**src/logic/unused_placeholder_none.sv**
```systemverilog
`timescale 1ns/1ps
`default_nettype none
`default_nettype wire

```
**src/logic/mcgen_pkg.sv**
```systemverilog
/*
 * Constants for the microcontroller clock output generator.
 * Assumes a 250 MHz core clock standing in for the crystal domain.
 */
package mcgen_pkg;
    localparam logic [7:0] MCGEN_CLKOUT_ADDR  = 8'h0a;
    localparam logic [7:0] MCGEN_CLKOUT_RESET = 8'h06;
    localparam int         MCGEN_TAIL_LSB     = 4;
    localparam int         MCGEN_LFEN_BIT     = 3;
    localparam int         MCGEN_DIV_LSB      = 0;
    localparam int         MCGEN_CORE_MHZ     = 250;
    localparam int         MCGEN_XTAL_KHZ     = 30000;
    localparam int         MCGEN_SWRST_MIN_US = 50;
    localparam int         MCGEN_SWRST_MAX_US = 470;
    // Pick a pulse near the short end of the range, rounded to whole cycles
    localparam int         MCGEN_SWRST_US     = 100;
    localparam int         MCGEN_SWRST_CYC    = MCGEN_SWRST_US * MCGEN_CORE_MHZ;
    localparam logic [9:0] MCGEN_TAIL_128     = 10'h080;
    localparam logic [9:0] MCGEN_TAIL_256     = 10'h100;
    localparam logic [9:0] MCGEN_TAIL_512     = 10'h200;

    typedef enum logic [1:0] {
        MCGEN_RUN  = 2'b00,
        MCGEN_TAIL = 2'b01,
        MCGEN_OFF  = 2'b10,
        MCGEN_LOW  = 2'b11
    } mcgen_state_type;
endpackage : mcgen_pkg

```
**src/logic/mcgen_top.sv**
```systemverilog
/*
 * Microcontroller clock output generator: register 0Ah, divider, sleep
 * handling, clock tail, software reset pulse and reset pins.
 * Assumes i_xtal_tick pulses at twice the crystal rate, one core cycle wide,
 * and i_rc_tick or i_x32_tick twice per low-frequency period.
 */
`timescale 1ns/1ps
`default_nettype none
module mcgen_top
    import mcgen_pkg::*;
#(
    parameter int SWRST_CYCLES = MCGEN_SWRST_CYC
) (
    input  wire logic       i_core_clk,
    input  wire logic       i_nrst,
    input  wire logic       i_ce,
    input  wire logic       i_xtal_tick,
    input  wire logic       i_rc_tick,
    input  wire logic       i_x32_tick,
    input  wire logic       i_x32_sel,
    input  wire logic       i_sleep_req,
    input  wire logic       i_irq_pending,
    input  wire logic       i_soft_reset,
    input  wire logic       i_wr_en,
    input  wire logic       i_rd_en,
    input  wire logic [7:0] i_addr,
    input  wire logic [7:0] i_wdata,
    output logic      [7:0] o_rdata,
    output logic            o_aux_pin_three,
    output logic            o_aux_pin_zero,
    output logic            o_aux_pin_one,
    output logic            o_xtal_en,
    output logic            o_int_reset
);
    import mcgen_pkg::*;

    // ------------------------------------------------------------
    // Parameter checks
    // ------------------------------------------------------------
    // Counter is 20 bits wide; the window bound keeps it from wrapping
    if (SWRST_CYCLES < MCGEN_SWRST_MIN_US * MCGEN_CORE_MHZ ||
        SWRST_CYCLES > MCGEN_SWRST_MAX_US * MCGEN_CORE_MHZ) begin : g_bad_swrst
        $error("soft reset pulse length out of range");
    end

    // ------------------------------------------------------------
    // Software reset pulse
    // ------------------------------------------------------------
    logic [19:0] swrst_cnt_r;
    logic        rst_act;

    always_ff @(posedge i_core_clk or negedge i_nrst) begin
        if (!i_nrst) begin
            swrst_cnt_r <= 20'h00000;
        end else if (i_ce) begin
            if (i_soft_reset) begin
                swrst_cnt_r <= 20'(SWRST_CYCLES);
            end else if (swrst_cnt_r != 20'h00000) begin
                swrst_cnt_r <= swrst_cnt_r - 20'h00001;
            end
        end
    end

    assign rst_act = (swrst_cnt_r != 20'h00000);

    always_ff @(posedge i_core_clk or negedge i_nrst) begin
        if (!i_nrst) begin
            o_int_reset <= 1'b1;
        end else if (i_ce) begin
            o_int_reset <= rst_act;
        end
    end

    // Pins to the microcontroller; both flops share one edge, never skewed
    always_ff @(posedge i_core_clk or negedge i_nrst) begin
        if (!i_nrst) begin
            o_aux_pin_zero <= 1'b1;
            o_aux_pin_one  <= 1'b0;
        end else if (i_ce) begin
            o_aux_pin_zero <= rst_act;
            o_aux_pin_one  <= !rst_act;
        end
    end

    // ------------------------------------------------------------
    // Clock-output register
    // ------------------------------------------------------------
    logic [7:0] ctrl_r;
    logic [1:0] tail_sel;
    logic       lf_en;
    logic [2:0] div_sel;

    always_ff @(posedge i_core_clk or negedge i_nrst) begin
        if (!i_nrst) begin
            ctrl_r <= MCGEN_CLKOUT_RESET;
        end else if (i_ce) begin
            if (rst_act) begin
                ctrl_r <= MCGEN_CLKOUT_RESET;
            end else if (i_wr_en && i_addr == MCGEN_CLKOUT_ADDR) begin
                ctrl_r <= {2'b00, i_wdata[5:0]};
            end
        end
    end

    assign tail_sel = ctrl_r[MCGEN_TAIL_LSB +: 2];
    assign lf_en    = ctrl_r[MCGEN_LFEN_BIT];
    assign div_sel  = ctrl_r[MCGEN_DIV_LSB +: 3];

    always_ff @(posedge i_core_clk or negedge i_nrst) begin
        if (!i_nrst) begin
            o_rdata <= 8'h00;
        end else if (i_ce) begin
            if (i_rd_en && i_addr == MCGEN_CLKOUT_ADDR) begin
                o_rdata <= ctrl_r;
            end else if (i_rd_en) begin
                // Only one register here; other addresses read as zero
                o_rdata <= 8'h00;
            end
        end
    end

    // ------------------------------------------------------------
    // Divided and low-frequency clocks
    // ------------------------------------------------------------
    logic [4:0] half_div;
    logic [4:0] div_cnt_r;
    logic       div_clk_r;
    logic       lf_tick;
    logic       lf_clk_r;
    logic       lf_only;

    assign lf_tick = i_x32_sel ? i_x32_tick : i_rc_tick;
    assign lf_only = (div_sel == 3'h7);

    // Ticks per output phase minus one; ticks run at twice the crystal
    // rate, so 30 MHz toggles on every tick and bypasses the counter
    always_comb begin
        case (div_sel)
            3'h1: begin
                half_div = 5'h01;
            end
            3'h2: begin
                half_div = 5'h02;
            end
            3'h3: begin
                half_div = 5'h07;
            end
            3'h4: begin
                half_div = 5'h09;
            end
            3'h5: begin
                half_div = 5'h0e;
            end
            3'h6: begin
                half_div = 5'h1d;
            end
            default: begin
                half_div = 5'h00;
            end
        endcase
    end

    // 4 MHz needs 15 ticks a period: high 7, low 8, every edge on a tick
    logic [4:0] half_now;
    always_comb begin
        half_now = half_div;
        if (div_sel == 3'h3 && div_clk_r) begin
            half_now = 5'h06;
        end
    end

    always_ff @(posedge i_core_clk or negedge i_nrst) begin
        if (!i_nrst) begin
            div_cnt_r <= 5'h00;
            div_clk_r <= 1'b0;
        end else if (i_ce && i_xtal_tick && o_xtal_en) begin
            if (div_sel == 3'h0) begin
                div_clk_r <= !div_clk_r;
                div_cnt_r <= 5'h00;
            end else if (div_cnt_r >= half_now) begin
                div_clk_r <= !div_clk_r;
                div_cnt_r <= 5'h00;
            end else begin
                div_cnt_r <= div_cnt_r + 5'h01;
            end
        end
    end

    always_ff @(posedge i_core_clk or negedge i_nrst) begin
        if (!i_nrst) begin
            lf_clk_r <= 1'b0;
        end else if (i_ce && lf_tick) begin
            lf_clk_r <= !lf_clk_r;
        end
    end

    // ------------------------------------------------------------
    // Sleep sequencing and tail
    // ------------------------------------------------------------
    mcgen_state_type state_r;
    logic [9:0]      tail_cnt_r;
    logic [9:0]      tail_len;
    logic            go_sleep;
    logic            div_fall;
    logic            div_prev_r;

    // Pending interrupt holds the chip awake until software reads it
    assign go_sleep = i_sleep_req && !i_irq_pending;

    always_comb begin
        case (tail_sel)
            2'h1: begin
                tail_len = MCGEN_TAIL_128;
            end
            2'h2: begin
                tail_len = MCGEN_TAIL_256;
            end
            2'h3: begin
                tail_len = MCGEN_TAIL_512;
            end
            default: begin
                tail_len = 10'h000;
            end
        endcase
    end

    always_ff @(posedge i_core_clk or negedge i_nrst) begin
        if (!i_nrst) begin
            div_prev_r <= 1'b0;
        end else if (i_ce) begin
            div_prev_r <= div_clk_r;
        end
    end

    assign div_fall = div_prev_r && !div_clk_r;

    always_ff @(posedge i_core_clk or negedge i_nrst) begin
        if (!i_nrst) begin
            state_r    <= MCGEN_RUN;
            tail_cnt_r <= 10'h000;
        end else if (i_ce) begin
            case (state_r)
                MCGEN_RUN: begin
                    if (go_sleep && lf_en) begin
                        state_r <= MCGEN_LOW;
                    end else if (go_sleep) begin
                        tail_cnt_r <= tail_len;
                        state_r    <= MCGEN_TAIL;
                    end
                end
                MCGEN_TAIL: begin
                    if (!go_sleep) begin
                        state_r <= MCGEN_RUN;
                    end else if (tail_cnt_r == 10'h000) begin
                        state_r <= MCGEN_OFF;
                    end else if (lf_only ? (lf_tick && lf_clk_r) : div_fall) begin
                        tail_cnt_r <= tail_cnt_r - 10'h001;
                    end
                end
                MCGEN_OFF: begin
                    if (!go_sleep) begin
                        state_r <= MCGEN_RUN;
                    end
                end
                MCGEN_LOW: begin
                    if (!go_sleep) begin
                        state_r <= MCGEN_RUN;
                    end
                end
                default: begin
                    state_r <= MCGEN_RUN;
                end
            endcase
        end
    end

    // ------------------------------------------------------------
    // Glitch-free output selection
    // ------------------------------------------------------------
    logic want_lf;
    logic want_on;
    logic use_lf_r;
    logic gate_on_r;
    logic cur_src;

    assign want_lf = lf_only || (state_r == MCGEN_LOW);
    assign want_on = (state_r != MCGEN_OFF);
    assign cur_src = use_lf_r ? lf_clk_r : div_clk_r;

    // Source and gate change only while the output sits low
    always_ff @(posedge i_core_clk or negedge i_nrst) begin
        if (!i_nrst) begin
            use_lf_r  <= 1'b0;
            gate_on_r <= 1'b1;
        end else if (i_ce) begin
            if (!o_aux_pin_three && !cur_src) begin
                gate_on_r <= want_on;
                if (use_lf_r != want_lf) begin
                    // Target must also be low before taking it
                    if (!(want_lf ? lf_clk_r : div_clk_r)) begin
                        use_lf_r <= want_lf;
                    end
                end
            end
        end
    end

    always_ff @(posedge i_core_clk or negedge i_nrst) begin
        if (!i_nrst) begin
            o_aux_pin_three <= 1'b0;
        end else if (i_ce) begin
            o_aux_pin_three <= gate_on_r && cur_src;
        end
    end

    // ------------------------------------------------------------
    // Crystal enable
    // ------------------------------------------------------------
    // Crystal stays on through the tail so counted cycles are real, and
    // until the output has left the divided clock: a divider frozen high
    // would hold the pin high and block the handover for good
    always_comb begin
        o_xtal_en = 1'b1;
        case (state_r)
            MCGEN_RUN: begin
                o_xtal_en = 1'b1;
            end
            MCGEN_TAIL: begin
                o_xtal_en = 1'b1;
            end
            MCGEN_OFF: begin
                o_xtal_en = gate_on_r;
            end
            MCGEN_LOW: begin
                o_xtal_en = !use_lf_r;
            end
            default: begin
                o_xtal_en = 1'b1;
            end
        endcase
    end
endmodule : mcgen_top
`default_nettype wire

```
**config.mk**
```make
export PLATFORM = sky130hd
export DESIGN_NAME = mcgen_top
export DESIGN_NICKNAME = d
export VERILOG_FILES = /design/src/logic/unused_placeholder_none.sv /design/src/logic/mcgen_pkg.sv /design/src/logic/mcgen_top.sv
export SDC_FILE = /design/constraint.sdc
export NUM_CORES = 1
export LEC_CHECK = 0
export ABC_AREA = 1
export BUFFER_PORTS_ARGS = -buffer_cell sky130_fd_sc_hd__buf_4
export CELL_PAD_IN_SITES_DETAIL_PLACEMENT = 0
export CELL_PAD_IN_SITES_GLOBAL_PLACEMENT = 2
export CORE_MARGIN = 2
export CORE_UTILIZATION = 37
export CTS_BUF_LIST = sky130_fd_sc_hd__clkbuf_2
export CTS_CLUSTER_SIZE = 20
export DETAILED_ROUTE_END_ITERATION = 16
export PLACE_DENSITY = 0.91
export REMOVE_ABC_BUFFERS = 1
export SLEW_MARGIN = 20
export SYNTH_ARGS = -nofsm -noshare
export SYNTH_HDL_FRONTEND = slang
export SYNTH_SLANG_ARGS = --single-unit
```
**constraint.sdc**
```tcl
create_clock -name i_core_clk -period 4 [get_ports i_core_clk]
set_input_delay 0.8 -clock i_core_clk [delete_from_list [all_inputs] [get_ports i_core_clk]]
set_output_delay 0.8 -clock i_core_clk [all_outputs]
set_load 0.01 [all_outputs]
```
==> run metrics, run 1 <==
Slew @ Worst Pin 0.853 ns; fmax 0.423 GHz; H-tree depth 3; sequential share of the synthesized area 0.405; Port Buffers 36; status completed; drt initial violations 124; via count of the first global-routing pass 2956; die area 10300 um^2; Layout area overhead 13.2%; CTS root buffer clkbuf_2; power density cells 424 nW/um^2; Std-Cell Rows 35; Worst Setup SP state_r[0]; vias per cell 4.72; Initial Util 0.382; Clk Latency, worst-skew pair 0.49 ns; syn avg cell area 7.02 um^2; Worst Path Required 3.20 ns; unrepaired setup endpoints after global routing no; Post-DRT Antenna Nets 0; largest net degree at the start of global routing 58; DRC Markers 0; boundary pin count 41; GRT Total Usage 0.177; top cell type's share of synthesized area 0.375; CTS tree built; Worst Hold Class input pin to async pin; CTS Sinks 57; worst reg2reg path startpoint swrst_cnt_r[0]; Netlist cell types 35; leak pwr 2.04 nW; Final Cycle Share 0.592; CTS Hold Bufs 0; area of the mapped netlist 3530 um^2; Die Ht 102 um; Post-Route WL 8370 um; Final Util 0.433; r2r setup slk 1.75 ns; Yosys warnings 0; top post-synthesis cells by area dfrtp_1 38%, nand2_1 17%, nor2_1 7.8%; crit path max fanout 7; Placer Congestion 0.812; Fin. Hold Viols 0; wire length per cell 12.4 um; Worst EP arrival 1.57 ns; Synth Instances 503; worst vdd ir 0.139 mV; Final #Nets 575; synthesis-stage register bit count 57; top cell type by total area after synthesis dfrtp_1; Max transition margin 0.429; initial antenna violation count 0; CP Launch Type flip-flop; Fin Clk Skew 0.0337 ns; layout cells sized above 1 0.129; max-slew violations 0; via count 3174; Initial DRT Pass Iterations 4; Core Region 9240 um^2; Setup Viol. Count Final 0; Worst Reg-to-Reg Cells 7; DP HPWL 6110 um; post-CTS sizing 0; r2r endpoint swrst_cnt_r[15]; Ant. Diodes 0; Setup CP Type flip-flop to output port; postcts setup bufs 0; first-pass GRT wire length 14200 um; CTS Buf Count 9; Clock Path Buffers 2; Fin Setup TNS 0 ns; grt ovf 0; Clk pin slew, worst setup/hold paths 0.20 ns; Tmin final 2.37 ns; crit path capture type output port; Die X-Extent 102 um; Max-Cap Viols 0
[cells in the mapped netlist (all sizes together)]
| cell | n |
|---|---|
| conb | 1 |
| xor2 | 13 |
| clkinv | 1 |
| and2 | 2 |
| nor2 | 76 |
| nand3 | 47 |
| o21bai | 1 |
| a21oi | 3 |
| buf | 9 |
| dfstp | 4 |
| or2 | 5 |
| a21o | 1 |
| inv | 50 |
| o22ai | 1 |
| dfrtp | 53 |
| a31oi | 1 |
| nand4 | 9 |
| o21ai | 42 |
| xnor2 | 2 |
| clkbuf | 3 |
| a21boi | 1 |
| nand2 | 165 |
| nor3 | 4 |
| ha | 8 |
| mux2 | 1 |
[metal layers]
| layer | track usage | part of all wire | wire [um] | up-vias |
|---|---|---|---|---|
| met5 | 0 | 0 | 0 | - |
| met4 | 0.0686 | 0.0050 | 42 | 0 |
| met3 | 0.0311 | 0.046 | 383 | 2 |
| met2 | 0.281 | 0.45 | 3780 | 64 |
| met1 | 0.240 | 0.50 | 4170 | 1445 |
| li1 | - | - | - | 1663 |
[worst max-delay path by stage]
stage | slack (ns) | cells past startpoint | end
2_1_floorplan | 2.08 | 5 | tail_cnt_r[1]
3_3_place_gp | 1.68 | 6 | tail_cnt_r[1]
3_5_place_dp | 1.66 | 6 | tail_cnt_r[8]
4_1_cts | 1.59 | 5 | o_xtal_en
5_1_grt | 1.47 | 4 | o_xtal_en
6_report | 1.63 | 5 | o_xtal_en
[flip-flops by register name, summed over array words and instances (netlist names)]
register and flops:
ctrl_r 6, use_lf_r 1, o_aux_pin_one 1, o_aux_pin_zero 1, div_clk_r 1, o_aux_pin_three 1
tail_cnt_r 10, div_cnt_r 5, o_rdata 6, div_prev_r 1, state_r 2, lf_clk_r 1
gate_on_r 1, swrst_cnt_r 20
[cell usage in the layout, fill, tap and decap left out, types with 8 or more instances in the layout]
cell        n
nand2_1   163
dfrtp_1    53
xor2_1     13
nand3_1    45
nand4_1     9
inv_1      50
ha_1        8
buf_4      36
nor2_1     73
clkbuf_2    9
o21ai_0    37
[cell type report]
type,count,area [um^2]
Inverter,51,191
Fill cell,991,5240
Timing Repair Buffer,36,270
Clock inverter,7,61.3
Multi-Input combinational cell,384,1840
Tap cell,129,161
Clock buffer,9,45.0
Sequential cell,57,1430
[worst max-delay path: stages (launching register included)]
cell and delay, ns:
dfrtp_1 0.49, inv_1 0.12, nand2_1 0.07, o21ai_0 0.23, inv_1 0.07, buf_4 0.14
[metrics by stage]
stage          setup slack [ns]  hold WS, ns  cell area (um^2)  power (W)  std cells
6_report                   1.63        0.363              4000    0.00169        673
4_1_cts                    1.59        0.347              4000    0.00171        673
2_1_floorplan              2.08        0.442              3460    0.00118        492
3_5_place_dp               1.66        0.463              3890    0.00134        657
3_3_place_gp               1.68        0.456              3890    0.00133        657
5_1_grt                    1.47        0.362              4000    0.00184        673
[report_power, final]
part           total (W)  switching [W]  internal (W)
combinational   0.000565       0.000346      0.000219
sequential      0.000761      0.0000959      0.000665
clock           0.000368       0.000231      0.000137
total            0.00169       0.000673       0.00102
[cells by family after synthesis]
group | count (synthesis) | synth area share
AOI/OAI and AO/OA | 50 | 0.0811
xor gates and xnor gates | 15 | 0.0372
adders and majority gates | 8 | 0.0283
buffers and inverters | 63 | 0.0758
DFF | 57 | 0.405
muxes | 1 | 0.00319
other | 1 | 0.00106
and+or+nand+nor | 308 | 0.368
Power figures use the tool's default switching activity.
==> run 2, diff against run 1 <==
--- a/config.mk
+++ b/config.mk
@@ -5,16 +5,16 @@
 export SDC_FILE = /design/constraint.sdc
 export NUM_CORES = 1
 export LEC_CHECK = 0
-export ABC_AREA = 1
+export ABC_AREA = 0
 export BUFFER_PORTS_ARGS = -buffer_cell sky130_fd_sc_hd__buf_4
 export CELL_PAD_IN_SITES_DETAIL_PLACEMENT = 0
 export CELL_PAD_IN_SITES_GLOBAL_PLACEMENT = 2
 export CORE_MARGIN = 2
-export CORE_UTILIZATION = 37
+export CORE_UTILIZATION = 34
 export CTS_BUF_LIST = sky130_fd_sc_hd__clkbuf_2
 export CTS_CLUSTER_SIZE = 20
 export DETAILED_ROUTE_END_ITERATION = 16
-export PLACE_DENSITY = 0.91
+export PLACE_DENSITY = 0.82
 export REMOVE_ABC_BUFFERS = 1
 export SLEW_MARGIN = 20
 export SYNTH_ARGS = -nofsm -noshare
==> constraint.sdc (replaced) <==
create_clock -name i_core_clk -period 1.9 [get_ports i_core_clk]
set_input_delay 0.38 -clock i_core_clk [delete_from_list [all_inputs] [get_ports i_core_clk]]
set_output_delay 0.38 -clock i_core_clk [all_outputs]
set_load 0.01 [all_outputs]
==> run metrics, run 2 <==
status finished with violations; failing checks setup timing; placed cells 563; area of the mapped netlist 3290 um^2; Final Cycle Share 1.14; crit path capture type flip-flop; Top Registers swrst_cnt_r x20, tail_cnt_r x10; Final #Nets 498; Die X-Extent 102 um; Ant. Diodes 0; max-slew violations 0; boundary pin count 41; Core Region 9330 um^2; grt ovf 0; count leader, synth dfrtp_1; Top reg by flops swrst_cnt_r; syn avg cell area 9.08 um^2; Post-Layout Cell Count 596; total design power 0.00436 W; Synth Flop Type dfrtp_1; Clk pin slew, worst setup/hold paths 0.19 ns; commonest non-fill, non-tap cell in the layout buf_4; GRT Total Usage 0.179; Clk Latency, worst-skew pair 0.52 ns; top cell type's share of synthesized area 0.404; wire length per cell 14.8 um; Worst Hold Class input pin to flip-flop; Netlist cell types 59; H-tree depth 3; Worst Path Required 2.36 ns; setup slack after layout -0.269 ns; die area 10500 um^2; Yosys warnings 0; Max transition margin 0.492; Worst Reg-to-Reg Cells 9; Std-Cell Rows 35; power density cells 922 nW/um^2; DP HPWL 5770 um; Worst EP arrival 2.63 ns; Setup crit end div_cnt_r[0]; crit path max fanout 7; Layout area overhead 43.8%; initial antenna violation count 0; worst vdd ir 0.376 mV; count of flip-flops with a built-in enable after synthesis 0; CTS Sinks 57; Setup Viol. Count Final 24; r2r endpoint div_cnt_r[0]; fraction of registers with async set/reset 1.00; DRC Markers 0; via count of the first global-routing pass 3045; fmax 0.461 GHz; commonest non-fill, non-tap cells in the layout 89 x buf_4, 51 x dfrtp_1, 32 x nand2_1, 31 x nor2_1, 21 x a21oi_1; r2r setup slk -0.27 ns; Post-DRT Antenna Nets 0; Fin Clk Skew 0.0335 ns; top cell type by total area after synthesis dfrtp_1; Port Buffers 36; Placer Congestion 0.776; drt initial violations 100; first-pass GRT wire length 14600 um; worst reg2reg path startpoint ctrl_r[2]; sequential share of the synthesized area 0.435; Synth Instances 362; CP Launch Type flip-flop; Seq. cell area 1430 um^2; Post-Route WL 8810 um; CTS tree built; unrepaired setup endpoints after global routing yes; top post-synthesis cells by area dfrtp_1 40%, nand2_1 3.9%, nor2_1 3.5%; area of the multi-input gates 2080 um^2; Initial DRT Pass Iterations 4; Fillers 879; Worst Setup SP ctrl_r[2]; leak pwr 2.01 nW; CTS Buf Count 9; Fin. Hold Viols 0; Tmin final 2.17 ns; Synth top cells by count 53 x dfrtp_1, 34 x nand2_1, 31 x nor2_1; Setup CP Type flip-flop to flip-flop; max FFs per register 20; CTS root buffer clkbuf_2; layout cells sized above 1 0.390; Slew @ Worst Pin 0.762 ns; via count 3118; vias per cell 5.23; Max-Cap Viols 0; Die Ht 102 um; largest net degree at the start of global routing 58; Initial Util 0.352; Clock Path Buffers 2; synthesis-stage register bit count 57
run 2: logic make-up (layout without fill, tap and decap cells):
| family | after synthesis | after routing | synth area share |
|---|---|---|---|
| AOI/OAI and AO/OA | 102 | 102 | 0.209 |
| DFF | 57 | 57 | 0.435 |
| adders and majority gates | 8 | 8 | 0.0305 |
| buffers and inverters | 32 | 136 | 0.0411 |
| and+or+nand+nor | 149 | 149 | 0.244 |
| other | 1 | 2 | 0.00114 |
| xor gates and xnor gates | 2 | 2 | 0.00533 |
| muxes | 11 | 11 | 0.0343 |
run 2: where the power goes:
group / internal [W] / switching, W / total, W
logic: 0.000800 / 0.000856 / 0.00166
clock network: 0.000422 / 0.000510 / 0.000932
registers: 0.00149 / 0.000283 / 0.00177
run 2: per-stage QoR:
stage	util	area, um^2	hold WS (ns)	setup TNS (ns)	setup slack [ns]
final	0.507	4730	0.0573	-3.22	-0.269
after global placement	0.434	4050	0.478	-4.40	-0.325
after global routing	0.507	4730	0.0298	-5.79	-0.409
after detailed placement	0.434	4050	0.484	-5.33	-0.372
after floorplan	-	3210	0.0844	-3.71	-0.366
after CTS	0.478	4460	0.0372	-2.59	-0.277
run 2: area by class of cell:
cell class              instances  share of cell area
clock inverters                 7              0.0180
well taps                     129              0.0341
inverters                      15              0.0119
multi-input cells             274               0.440
flip-flops and latches         57               0.303
clock buffers                   9             0.00953
repair buffers                105               0.183
run 2: worst min-delay path by stage:
stage / start / end / slack (ns) / depth (start not counted)
2_1_floorplan: i_nrst / ctrl_r[0] / 0.08 / 0
3_3_place_gp: gate_on_r / gate_on_r / 0.48 / 2
5_1_grt: i_wdata[0] / ctrl_r[0] / 0.03 / 2
4_1_cts: i_wdata[2] / ctrl_r[2] / 0.04 / 3
3_5_place_dp: gate_on_r / gate_on_r / 0.48 / 2
6_report: i_wdata[2] / ctrl_r[2] / 0.06 / 3
run 2: critical path: stages, from the launching register on:
cell,delay (ns)
dfstp_2,0.60
buf_6,0.12
a21oi_1,0.04
mux2_2,0.27
ha_1,0.26
nand2b_1,0.16
a31oi_2,0.20
o21ai_2,0.08
or3_1,0.32
o21ai_1,0.07
run 2: layer usage:
layer	wire (um)	track usage	vias to the layer above
li1	-	-	1546
met1	4100	0.232	1491
met2	4290	0.300	68
met3	280	0.0280	13
met4	144	0.0708	0
met5	0	0	-
run 2: what timing repair did:
action | in CTS | in global routing
hold buffers | 1 | 0
resized for setup | 54 | 41
endpoints found under the hold margin | 53 | 0
endpoints found under the setup margin | 33 | 40
setup buffers | 10 | 8
pin swaps | 26 | 19
